## config.mk

```make
export PLATFORM = sky130hd
export DESIGN_NAME = watch_buzzer_clock
export DESIGN_NICKNAME = d
export VERILOG_FILES = /design/src/watch_buzzer_clock_pkg.sv /design/src/watch_buzzer_clock.sv
export SDC_FILE = /design/constraint.sdc
export NUM_CORES = 1
export LEC_CHECK = 0
export ABC_AREA = 1
export BUFFER_PORTS_ARGS = -buffer_cell sky130_fd_sc_hd__buf_4
export CORE_MARGIN = 1
export CORE_UTILIZATION = 62
export DETAILED_ROUTE_END_ITERATION = 8
export HOLD_SLACK_MARGIN = 0.03
export PLACE_DENSITY = 0.85
export RECOVER_POWER = 25
export SYNTH_ARGS = -nofsm -noshare
export SYNTH_HDL_FRONTEND = slang
export SYNTH_SLANG_ARGS = --single-unit
```

## constraint.sdc

```tcl
create_clock -name clk_sys_in -period 3.55 [get_ports clk_sys_in]
set_clock_uncertainty 0.05 [all_clocks]
set_input_delay 0.5325 -clock clk_sys_in [delete_from_list [all_inputs] [get_ports clk_sys_in]]
set_output_delay 0.5325 -clock clk_sys_in [all_outputs]
set_load 0.02 [all_outputs]
```

## src/watch_buzzer_clock_pkg.sv

```systemverilog
// constants for the watch, watchdog and buzzer clock selection block
`default_nettype none
package watch_buzzer_clock_pkg;
  // register offsets (16-bit byte addresses)
  localparam logic [15:0] CLK_SEL_OFFSET      = 16'hff42;  // watch_buzzer_clock_select
  localparam logic [15:0] OSC_MODE_OFFSET     = 16'hfff0;  // oscillation_mode_register
  localparam logic [15:0] WATCH_MODE_OFFSET   = 16'hff4a;  // watch_mode_control
  localparam logic [15:0] WATCH_STATUS_OFFSET = 16'hff4b;  // sticky watch flags

  // reset values
  localparam logic [7:0] CLK_SEL_RESET      = 8'h00;
  localparam logic [7:0] OSC_MODE_RESET     = 8'h00;
  localparam logic [7:0] WATCH_MODE_RESET   = 8'h00;
  localparam logic [7:0] WATCH_STATUS_RESET = 8'h00;

  // clock select field positions
  localparam int WDOG_SEL_LSB     = 0;  // bits 2..0
  localparam int WDOG_SEL_W       = 3;
  localparam int FIXED_ZERO_BIT   = 3;  // always reads zero
  localparam int WATCH_SRC_BIT    = 4;
  localparam int BUZ_FREQ_LSB     = 5;  // bits 6..5
  localparam int BUZ_FREQ_W       = 2;
  localparam int BUZ_EN_BIT       = 7;
  localparam logic [7:0] CLK_SEL_WMASK = 8'hf7;

  // oscillation mode field
  localparam int FULL_RATE_BIT    = 0;

  // watch mode fields
  localparam int FAST_FWD_BIT     = 0;
  localparam int PRESC_EN_BIT     = 1;
  localparam int COUNT_EN_BIT     = 2;
  localparam int SET_TIME_BIT     = 3;
  localparam int INTV_SEL_LSB     = 4;  // bits 6..4
  localparam int INTV_SEL_W       = 3;
  localparam logic [7:0] WATCH_MODE_WMASK = 8'h7f;

  // watch status fields (write one to clear)
  localparam int OVF_FLAG_BIT     = 0;
  localparam int INTV_FLAG_BIT    = 1;

  // divider figures, as powers of two
  localparam int MAIN_DIV_W       = 12;  // covers fxx/2^11
  localparam int WDOG_BASE_EXP    = 3;   // code 000 -> fxx/2^3
  localparam int WDOG_TOP_EXP     = 11;  // code 111 -> fxx/2^11
  localparam int WATCH_MAIN_EXP   = 7;   // fxx/2^7
  localparam int BUZ_BASE_EXP     = 9;   // code 00 -> fxx/2^9
  localparam int WATCH_CNT_W      = 14;
  localparam int WATCH_PRESC_W    = 9;
  localparam int WATCH_NORMAL_EXP = 14;  // flag every 2^14 watch clocks
  localparam int WATCH_SHORT_EXP  = 13;
  localparam int WATCH_FAST_EXP   = 5;
  localparam int INTV_BASE_EXP    = 4;   // code 000 -> 2^4 watch clocks
  localparam int INTV_CODES       = 6;   // six reference times
  localparam real SUB_CLK_KHZ     = 32.768;  // subsystem clock rate
endpackage

`default_nettype wire

```

## src/watch_buzzer_clock.sv

```systemverilog
// watch, watchdog and buzzer clock selection with watch timer
//
// Behaviour
// - watch timer overflows every half second
// - interval function with six reference times
// - watch and interval functions run together
// - 8-bit RW select register, reset zero
// - watchdog clock fxx/2^3..2^9, code 7: 2^11
// - watch clock fxx/2^7 or subsystem clock
// - buzzer enable, fxx/2^9..2^11, code 11 prohibited
// - fxx is fx or fx/2 by mode bit
// - overflow flag every 2^14 watch clocks
`timescale 1ns/1ps
`default_nettype none

module watch_buzzer_clock
  import watch_buzzer_clock_pkg::*;
(
  input  wire logic        clk_sys_in,       // oscillator clock fx, 40 MHz
  input  wire logic        resetn_in,        // async active-low reset
  input  wire logic        sub_clk_in,       // subsystem clock pin, 32.768 kHz
  input  wire logic [15:0] addr_in,          // register address
  input  wire logic [7:0]  wdata_in,         // register write data
  input  wire logic        wr_in,            // write strobe
  input  wire logic        rd_in,            // read strobe
  output logic      [7:0]  rdata_out,        // read data, cycle after rd_in
  output logic             wdog_tick_out,    // watchdog count clock pulse
  output logic             watch_tick_out,   // watch count clock pulse
  output logic             watch_ovf_out,    // watch overflow pulse
  output logic             intv_out,         // interval pulse
  output logic             buzzer_out        // buzzer square wave
);
  import watch_buzzer_clock_pkg::*;

  ////////////////////////////////////////////////////////////////////////
  // state

  // every flop of the block except the reset synchroniser lives in this one record, so the
  // reset and the register process each touch it in one place;
  // adding a field here is all a new flop needs
  typedef struct packed {
    logic [7:0]             clk_sel;       // watch_buzzer_clock_select
    logic [7:0]             osc_mode;      // oscillation_mode_register
    logic [7:0]             watch_mode;    // watch_mode_control
    logic [7:0]             status;        // sticky flags
    logic [7:0]             rdata;         // read answer
    logic                   half_phase;    // fx/2 toggle
    logic [MAIN_DIV_W-1:0]  main_div;      // fxx divider chain
    logic                   sub_s1;        // synchroniser stage 1
    logic                   sub_s2;        // synchroniser stage 2
    logic                   sub_s3;        // edge history
    logic [WATCH_CNT_W-1:0] watch_cnt;     // prescaler and 5-bit counter
    logic                   wdog_tick;
    logic                   watch_tick;
    logic                   watch_ovf;
    logic                   intv;
    logic                   buzzer;
  } state_t;

  state_t     s_q;      // registered state
  state_t     s_d;      // next state
  // reset synchroniser and the copy that the state register uses
  logic [1:0] rst_sync_q;  // reset release synchroniser
  logic       rst_n;       // synchronised reset

  ////////////////////////////////////////////////////////////////////////
  // helpers

  // carry out of the low n bits when every one of them is set
  // the loop runs to a fixed bound so the value of n never
  // shapes the hardware; bits at and above n are simply skipped,
  // and n of zero gives a carry on every call
  function automatic logic low_ones(input logic [WATCH_CNT_W-1:0] v, input int n);
    logic r;
    r = 1'b1;
    for (int i = 0; i < WATCH_CNT_W; i++) begin
      if (i < n) begin
        r = r & v[i];
      end
    end
    return r;
  endfunction

  ////////////////////////////////////////////////////////////////////////
  // reset release

  // assert at once, release after two clock edges
  // the release edge of the pin is not tied to the clock, so it
  // is retimed here to keep every state flop clear of recovery
  // trouble; the assert side still acts without any clock
  always_ff @(posedge clk_sys_in or negedge resetn_in) begin
    if (!resetn_in) begin
      rst_sync_q <= 2'b00;
    end else begin
      rst_sync_q <= {rst_sync_q[0], 1'b1};
    end
  end
  assign rst_n = rst_sync_q[1];

  ////////////////////////////////////////////////////////////////////////
  // next-state logic

  // one process computes the whole next state from s_q, the bus and the subsystem clock pin;
  // every field starts from its held value so nothing can latch
  always_comb begin
    logic                   fxx_tick;     // one main system clock cycle
    logic [MAIN_DIV_W-1:0]  div_next;     // divider after this tick
    logic [WATCH_CNT_W-1:0] div_ext;      // divider widened for carry test
    logic [2:0]             wdog_sel;
    logic [1:0]             buz_sel;
    int                     wdog_exp;
    int                     ovf_exp;
    int                     intv_exp;
    logic                   sub_edge;
    logic                   wtick;
    logic                   presc_en;
    logic                   count_en;
    logic                   ovf_ev;
    logic                   intv_ev;
    logic [7:0]             clr;
    // defaults: held state, quiet locals
    s_d      = s_q;
    fxx_tick = 1'b0;
    div_next = '0;
    div_ext  = '0;
    wdog_sel = '0;
    buz_sel  = '0;
    wdog_exp = 0;
    ovf_exp  = 0;
    intv_exp = 0;
    sub_edge = 1'b0;
    wtick    = 1'b0;
    presc_en = 1'b0;
    count_en = 1'b0;
    ovf_ev   = 1'b0;
    intv_ev  = 1'b0;
    clr      = '0;

    // main system clock: every fx cycle or every second one
    // the divider is never cleared, so all taps stay in phase
    // with each other whatever the select register holds
    s_d.half_phase = ~s_q.half_phase;
    fxx_tick = s_q.osc_mode[FULL_RATE_BIT] | s_q.half_phase;
    div_next = s_q.main_div + MAIN_DIV_W'(fxx_tick);
    s_d.main_div = div_next;
    div_ext = WATCH_CNT_W'(s_q.main_div);

    // watchdog count clock select
    // a tap fires once when its low bits are all ones; after a pulse
    // those bits are zero, so a code change can never shorten a gap
    // below eight cycles
    wdog_sel = s_q.clk_sel[WDOG_SEL_LSB +: WDOG_SEL_W];
    if (wdog_sel == 3'h7) begin
      wdog_exp = WDOG_TOP_EXP;
    end else begin
      wdog_exp = WDOG_BASE_EXP + int'(wdog_sel);
    end
    s_d.wdog_tick = fxx_tick & low_ones(div_ext, wdog_exp);

    // subsystem clock rising edge, read only after two stages
    // the third stage only keeps history for the edge test, so an
    // edge reaches the watch logic two to three cycles after the pin
    s_d.sub_s1 = sub_clk_in;
    s_d.sub_s2 = s_q.sub_s1;
    s_d.sub_s3 = s_q.sub_s2;
    sub_edge   = s_q.sub_s2 & ~s_q.sub_s3;

    // watch clock source
    // either way the watch logic sees a one-cycle tick, never a clock
    if (s_q.clk_sel[WATCH_SRC_BIT]) begin
      wtick = sub_edge;
    end else begin
      wtick = fxx_tick & low_ones(div_ext, WATCH_MAIN_EXP);
    end
    s_d.watch_tick = wtick;

    // watch prescaler and 5-bit counter; a stopped part is held clear
    // the upper counter advances only on a prescaler carry, so both
    // parts together form one 14-bit chain for the overflow taps
    presc_en = s_q.watch_mode[PRESC_EN_BIT];
    count_en = s_q.watch_mode[COUNT_EN_BIT];
    if (!presc_en) begin
      s_d.watch_cnt[WATCH_PRESC_W-1:0] = '0;
    end else if (wtick) begin
      s_d.watch_cnt[WATCH_PRESC_W-1:0] = s_q.watch_cnt[WATCH_PRESC_W-1:0] + WATCH_PRESC_W'(1);
    end
    if (!count_en) begin
      s_d.watch_cnt[WATCH_CNT_W-1:WATCH_PRESC_W] = '0;
    end else if (wtick && presc_en && low_ones(s_q.watch_cnt, WATCH_PRESC_W)) begin
      s_d.watch_cnt[WATCH_CNT_W-1:WATCH_PRESC_W] =
        s_q.watch_cnt[WATCH_CNT_W-1:WATCH_PRESC_W] + (WATCH_CNT_W - WATCH_PRESC_W)'(1);
    end

    // half-second overflow from the same chain as the interval
    // with a 32.768 kHz watch clock, 2^14 ticks make half a second;
    // short taps inside the prescaler do not need the upper counter,
    // which is why fast-forward still works with the counter stopped
    if (s_q.watch_mode[FAST_FWD_BIT]) begin
      ovf_exp = WATCH_FAST_EXP;
    end else if (s_q.watch_mode[SET_TIME_BIT]) begin
      ovf_exp = WATCH_SHORT_EXP;
    end else begin
      ovf_exp = WATCH_NORMAL_EXP;
    end
    ovf_ev = wtick && presc_en && (count_en || ovf_exp <= WATCH_PRESC_W)
             && low_ones(s_q.watch_cnt, ovf_exp);

    // interval taps; prohibited codes fall back to the longest one
    // the interval taps read the prescaler only, so they keep running
    // beside the overflow and never disturb it
    intv_exp = INTV_BASE_EXP + int'(s_q.watch_mode[INTV_SEL_LSB +: INTV_SEL_W]);
    if (intv_exp >= INTV_BASE_EXP + INTV_CODES) begin
      intv_exp = INTV_BASE_EXP + INTV_CODES - 1;
    end
    intv_ev = wtick && presc_en && low_ones(s_q.watch_cnt, intv_exp);
    s_d.watch_ovf = ovf_ev;
    s_d.intv      = intv_ev;

    // buzzer: a divider bit is a 50% square wave at fxx/2^n
    // bit n-1 of the divider toggles every 2^(n-1) fxx ticks;
    // the prohibited code and a disabled buzzer park the pin low,
    // and a code change only moves the tap, never restarts the wave
    buz_sel = s_q.clk_sel[BUZ_FREQ_LSB +: BUZ_FREQ_W];
    if (!s_q.clk_sel[BUZ_EN_BIT] || buz_sel == 2'h3) begin
      s_d.buzzer = 1'b0;
    end else begin
      s_d.buzzer = s_q.main_div[BUZ_BASE_EXP - 1 + int'(buz_sel)];
    end

    // register writes; rule of software stopping timers is not checked
    // a write lands at the strobe edge and shows in the next read;
    // bit 3 of the select register is masked so it stays zero
    if (wr_in) begin
      unique case (addr_in)
        CLK_SEL_OFFSET: begin
          s_d.clk_sel = wdata_in & CLK_SEL_WMASK;
        end
        OSC_MODE_OFFSET: begin
          s_d.osc_mode = {7'h00, wdata_in[FULL_RATE_BIT]};
        end
        WATCH_MODE_OFFSET: begin
          s_d.watch_mode = wdata_in & WATCH_MODE_WMASK;
        end
        WATCH_STATUS_OFFSET: begin
          clr = wdata_in;
        end
        default: begin
        end
      endcase
    end

    // sticky flags: a new event beats a clear in the same cycle
    // so software that clears a flag can never lose an event
    s_d.status[OVF_FLAG_BIT]  = ovf_ev  | (s_q.status[OVF_FLAG_BIT]  & ~clr[OVF_FLAG_BIT]);
    s_d.status[INTV_FLAG_BIT] = intv_ev | (s_q.status[INTV_FLAG_BIT] & ~clr[INTV_FLAG_BIT]);

    // read answer stands for exactly one cycle
    // unmapped addresses and idle cycles answer zero
    s_d.rdata = 8'h00;
    if (rd_in) begin
      unique case (addr_in)
        CLK_SEL_OFFSET:      s_d.rdata = s_q.clk_sel & CLK_SEL_WMASK;
        OSC_MODE_OFFSET:     s_d.rdata = s_q.osc_mode;
        WATCH_MODE_OFFSET:   s_d.rdata = s_q.watch_mode;
        WATCH_STATUS_OFFSET: s_d.rdata = s_q.status;
        default:             s_d.rdata = 8'h00;
      endcase
    end
  end

  ////////////////////////////////////////////////////////////////////////
  // state register
  // the reset branch loads only the package's reset constants;
  // every other field, divider included, starts from zero

  always_ff @(posedge clk_sys_in or negedge rst_n) begin
    if (!rst_n) begin
      s_q            <= '0;
      s_q.clk_sel    <= CLK_SEL_RESET;
      s_q.osc_mode   <= OSC_MODE_RESET;
      s_q.watch_mode <= WATCH_MODE_RESET;
      s_q.status     <= WATCH_STATUS_RESET;
    end else begin
      s_q <= s_d;
    end
  end

  ////////////////////////////////////////////////////////////////////////
  // outputs, straight from flip-flops
  // no logic sits between the state flops and the pins, so
  // every output is glitch free and changes just after an edge

  assign rdata_out      = s_q.rdata;
  assign wdog_tick_out  = s_q.wdog_tick;
  assign watch_tick_out = s_q.watch_tick;
  assign watch_ovf_out  = s_q.watch_ovf;
  assign intv_out       = s_q.intv;
  assign buzzer_out     = s_q.buzzer;

endmodule

`default_nettype wire

```

# After elaboration in Yosys (flattened, before gate mapping)

Cells that the tools add are included.

Flip-flop bits (word level): 62
Input bits: 29
Output and inout port bits: 13
Word-level logic and storage cells: 226

Mux-type cells: 75
$lt $le $gt $ge: 45
Bitwise logic cells: 63
Reduce and logical (&&, ||, !) cells: 11
Eq/ne operators: 8
$add $sub $neg: 6

Operators by type and width:

| operator                                                               | number |
|---|---|
| 5-bit by 32-bit < comparator with 1-bit output, first input constant   | 18 |
| 4-bit by 32-bit < comparator with 1-bit output, first input constant   | 12 |
| 3-bit by 32-bit < comparator with 1-bit output, first input constant   | 6 |
| 1-bit by 32-bit < comparator with 1-bit output, first input constant   | 3 |
| 2-bit by 32-bit < comparator with 1-bit output, first input constant   | 3 |
| 16-bit == test, second input constant                                  | 4 |
| 1-bit two-way mux                                                      | 62 |
| 1-bit AND                                                              | 56 |
| 32-bit by 5-bit <= comparator with 1-bit output, second input constant | 1 |
| 32-bit two-way mux                                                     | 1 |
| 8-bit case mux with 4 select lines                                     | 1 |
| 9-bit two-way mux                                                      | 2 |
| 12-bit by 1-bit adder with 12-bit output                               | 1 |
| 5-bit two-way mux                                                      | 2 |
| 9-bit by 1-bit adder with 9-bit output, second input constant          | 1 |
| 4-bit two-way mux                                                      | 2 |
| 8-bit two-way mux                                                      | 1 |
| 2-bit two-way mux                                                      | 3 |
| 2-bit AND reduction                                                    | 3 |
| 4-bit by 2-bit adder with 5-bit output, first input constant           | 1 |
| 5-bit by 1-bit adder with 5-bit output, second input constant          | 1 |
| 1-bit logical AND                                                      | 5 |
| 5-bit < comparator, second input constant                              | 1 |
| 2-bit by 3-bit adder with 4-bit output, first input constant           | 1 |
| other kinds (10)                                                       | 17 |

# Logic depth before layout (Yosys ltp)

Depth after elaboration: 33
Mapped depth: 11
Mapped depth without buffers: 11

# Worst setup path before layout

No wires, ideal clock.

Path kind: reg-to-reg
Start: reg s_q[59] (netlist bit)
End: reg s_q[32] (netlist bit)
Data required time: 3.377 ns
Cell stages (with the launch flop): 9
Library setup time: 0.123 ns
Data arrival time: 1.438 ns
Period minus slack after synthesis: 1.612 ns
Path buffers: 0
Slack: 1.938 ns
Path through: dfrtp_1 -> inv_1 -> nand2_1 -> ha_1 -> ha_1 -> nand3_1 -> nor3_1 -> nand3_1 -> xor2_1

RTL lines:

| what        | line                     | text |
|---|---|---|
| from (decl) | watch_buzzer_clock.sv:60 | `state_t s_q;` |

==> metrics <==
Syn Inst Count=404; most frequent cells in the layout=nand2_1 (90), dfrtp_1 (62), inv_1 (57); CTS Buf Count=9; final worst slack=1.575 ns; CP arrival=about 2.2 ns; Worst Hold Class=in2reg; Netlist Area Pre-Place=0.003319 mm²; # DRC=0; RePlAce Congestion=0.8734; Area growth syn-to-layout=16.62%; drt pass-1 iters=5; Clock Path Buffers=2; sequential-to-total area share from yosys stat=46.74%; R2R depth=8; die height=75.17 µm; syn_nets=441; post-route insts no fill=521; pre-CTS WS=1.765 ns; Critical Path Sink Type=flop; initial antenna violation count=0; EDFF count, synth=0; most common cell after layout, fill and taps aside=nand2_1; worst-path maximum fanout=3; share of layout cells above drive strength 1=21.51%; worst hold stages=1; Via density=5.317; top post-synthesis cells by area=dfrtp_1 (47%), nand2_1 (10%), inv_1 (6.4%), nor2_1 (5.1%), nand3_1 (4.5%); hold slack=~0.28 ns; Yosys top cell area share=46.74%; Leakage=1.924 nW; fin crit share=55.64%; vias in the first global route=between 2000 and 3000; Final Slew Violations=40; Slew headroom=-2.122%; largest net degree at the start of global routing=40; Initial DRC Count=216; WHS Endpoint=s_d[20]$_DFF_PN0_; fin nets=483; Synth Register Bits=62; reg2reg end=s_q[32]$_DFF_PN0_; first-pass GRT wire length=11650 µm; CP cell instances=inv_1 -> nand2_1 -> ha_1 -> ha_1 -> nand3_1 -> nor3_1 -> nand3_1 -> xor2_1; Hold Path Origin=sub_clk_in; num rows=26; reg-to-reg startpoint=s_q[59]$_DFFE_PN0P_; crit path time final=1.975 ns; clock tree sinks=62; CTS clk-pin slew, worst paths=0.07 ns; die area=0.005651 mm²; WP data required=3.73 ns; vias after detailed routing=2770; Worst setup SP type=flop; post-synth top area cell=dfrtp_1; Top FF cell, synth=dfrtp_1; initial cell density of the core=64.58%; RSZ-0062 raised after global routing=no; Top Ports=42; WS Path Type=reg2reg; ant diodes=0; slowest stage delay, CP=~0.42 ns; Final setup viols=0; Final ANT Viol Nets=0; slowest cell on the critical path=nor3_1; fmax=~510 MHz; Root Buffer=clkbuf_8; worst vdd ir=0.2975 mV; failing checks=max-capacitance violations, max-slew violations; status=finished with violations; Cells after DPL=504; WL/cell=13.53 µm; Netlist cell types=36; htree depth=3; GR Overflow Total=0; CTS tree=yes; Mapped Avg Cell Area=8.216 µm²; number of port buffers=about 40; slew of the pin with the lowest slew margin=around 1.5 ns; Die Width=75.17 µm; final hold vios=0; yosys warns=0; dpl hpwl=5104 µm; final wirelength=just over 7000 µm; Core ar.=0.005140 mm²; max-cap violation count=1; Synth async-reset ratio=100.0%; reg2reg setup slack=approximately 1.6 ns; post-layout util=between 70% and 80%; Overall Global Routing Usage=28.18%; Worst-Skew Late Latency=0.34 ns; setup tns final=0 ns; post-CTS sizing=0; Pwr per Cell Area=393.6 mW/mm²
## registers in the layout, summed over array words and instances, names as in the netlist
register,count
s_q,45
rdata_out,8
rst_sync_q,2
s_d,2
buzzer_out,1
intv_out,1
watch_ovf_out,1
watch_tick_out,1
wdog_tick_out,1
## cells by family after synthesis
family	synth area share, %
DFF	46.74
xor gates and xnor gates	3.166
and+or+nand+nor	29.36
adders and majority gates	3.016
AOI/OAI and AO/OA	7.878
other	0.1130
buffers and inverters	9.725
## where the power goes
part / total (W) / internal, W / switching, W
Sequential: 0.000735 / 0.000717 / 0.0000180
Combinational: 0.0000654 / 0.0000307 / 0.0000347
Clock: 0.000723 / 0.000452 / 0.000271
Total: 0.00152 / 0.00120 / 0.000324
## final cells by class
type / count / area [µm²]
Clock buffer: 13 / 168.9
Clock inverter: 3 / 65.06
Fill cell: 387 / 1269
Inverter: 61 / 231.5
Multi-Input combinational cell: 269 / 1445
Sequential cell: 62 / 1551
Tap cell: 70 / 87.58
Timing Repair Buffer: 43 / 321.6
## layer usage
metal	global-route usage, %	share of wire, %	vias up
met2	47.35	51	104
met3	6.560	5.8	16
met5	0	0	-
met4	11.32	2.2	0
met1	35.37	41	1298
li1	-	-	1352
## worst max path at each step
stage	to	slack (ns)	start	cells after the start
2_1_floorplan	buzzer_out$_DFF_PN0_	1.65	rst_sync_q[1]$_DFF_PN0_	0
3_3_place_gp	s_q[53]$_DFFE_PN0P_	1.84	addr_in[7]	9
3_5_place_dp	s_q[32]$_DFF_PN0_	1.76	s_q[59]$_DFFE_PN0P_	8
4_1_cts	s_q[32]$_DFF_PN0_	1.59	s_q[59]$_DFFE_PN0P_	8
5_1_grt	rdata_out[2]$_DFF_PN0_	1.46	rst_sync_q[1]$_DFF_PN0_	1
6_report	s_q[32]$_DFF_PN0_	1.57	s_q[59]$_DFFE_PN0P_	8
## worst max-delay path: cells and delay by family (launching register included)
kind / cells / cell delay [ns]
xor gates and xnor gates: 1 / 0.17
adders and majority gates: 2 / 0.38
buffers and inverters: 1 / 0.05
and+or+nand+nor: 4 / 0.85
DFF: 1 / 0.37
## cell usage after synthesis, types with 3 or more instances
library cell and count:
nor2_4 5, xor2_1 8, nand4_1 8, a21oi_1 5, nor2_2 3, nand3_1 30, buf_4 8, xnor2_1 4
nand2_1 90, ha_1 8, nor3_1 9, inv_1 57, nor2_1 45, dfrtp_1 62, o21ai_1 5, o21ai_2 12
o21ai_0 11, nand2_2 10
## timing repair
item	in CTS	in global routing
endpoints found under the setup margin	0	0
endpoints found under the hold margin	2	0
setup buffers	0	0
hold buffers	1	0
## per-stage QoR
stage               power [W]  instance area [µm²]
detailed placement  0.0008130                 3632
global placement    0.0008111                 3632
floorplan           0.0007724                 3319
CTS                  0.001526                 3876
global route         0.001561                 3871
finish               0.001524                 3871
Power figures use the tool's default switching activity.
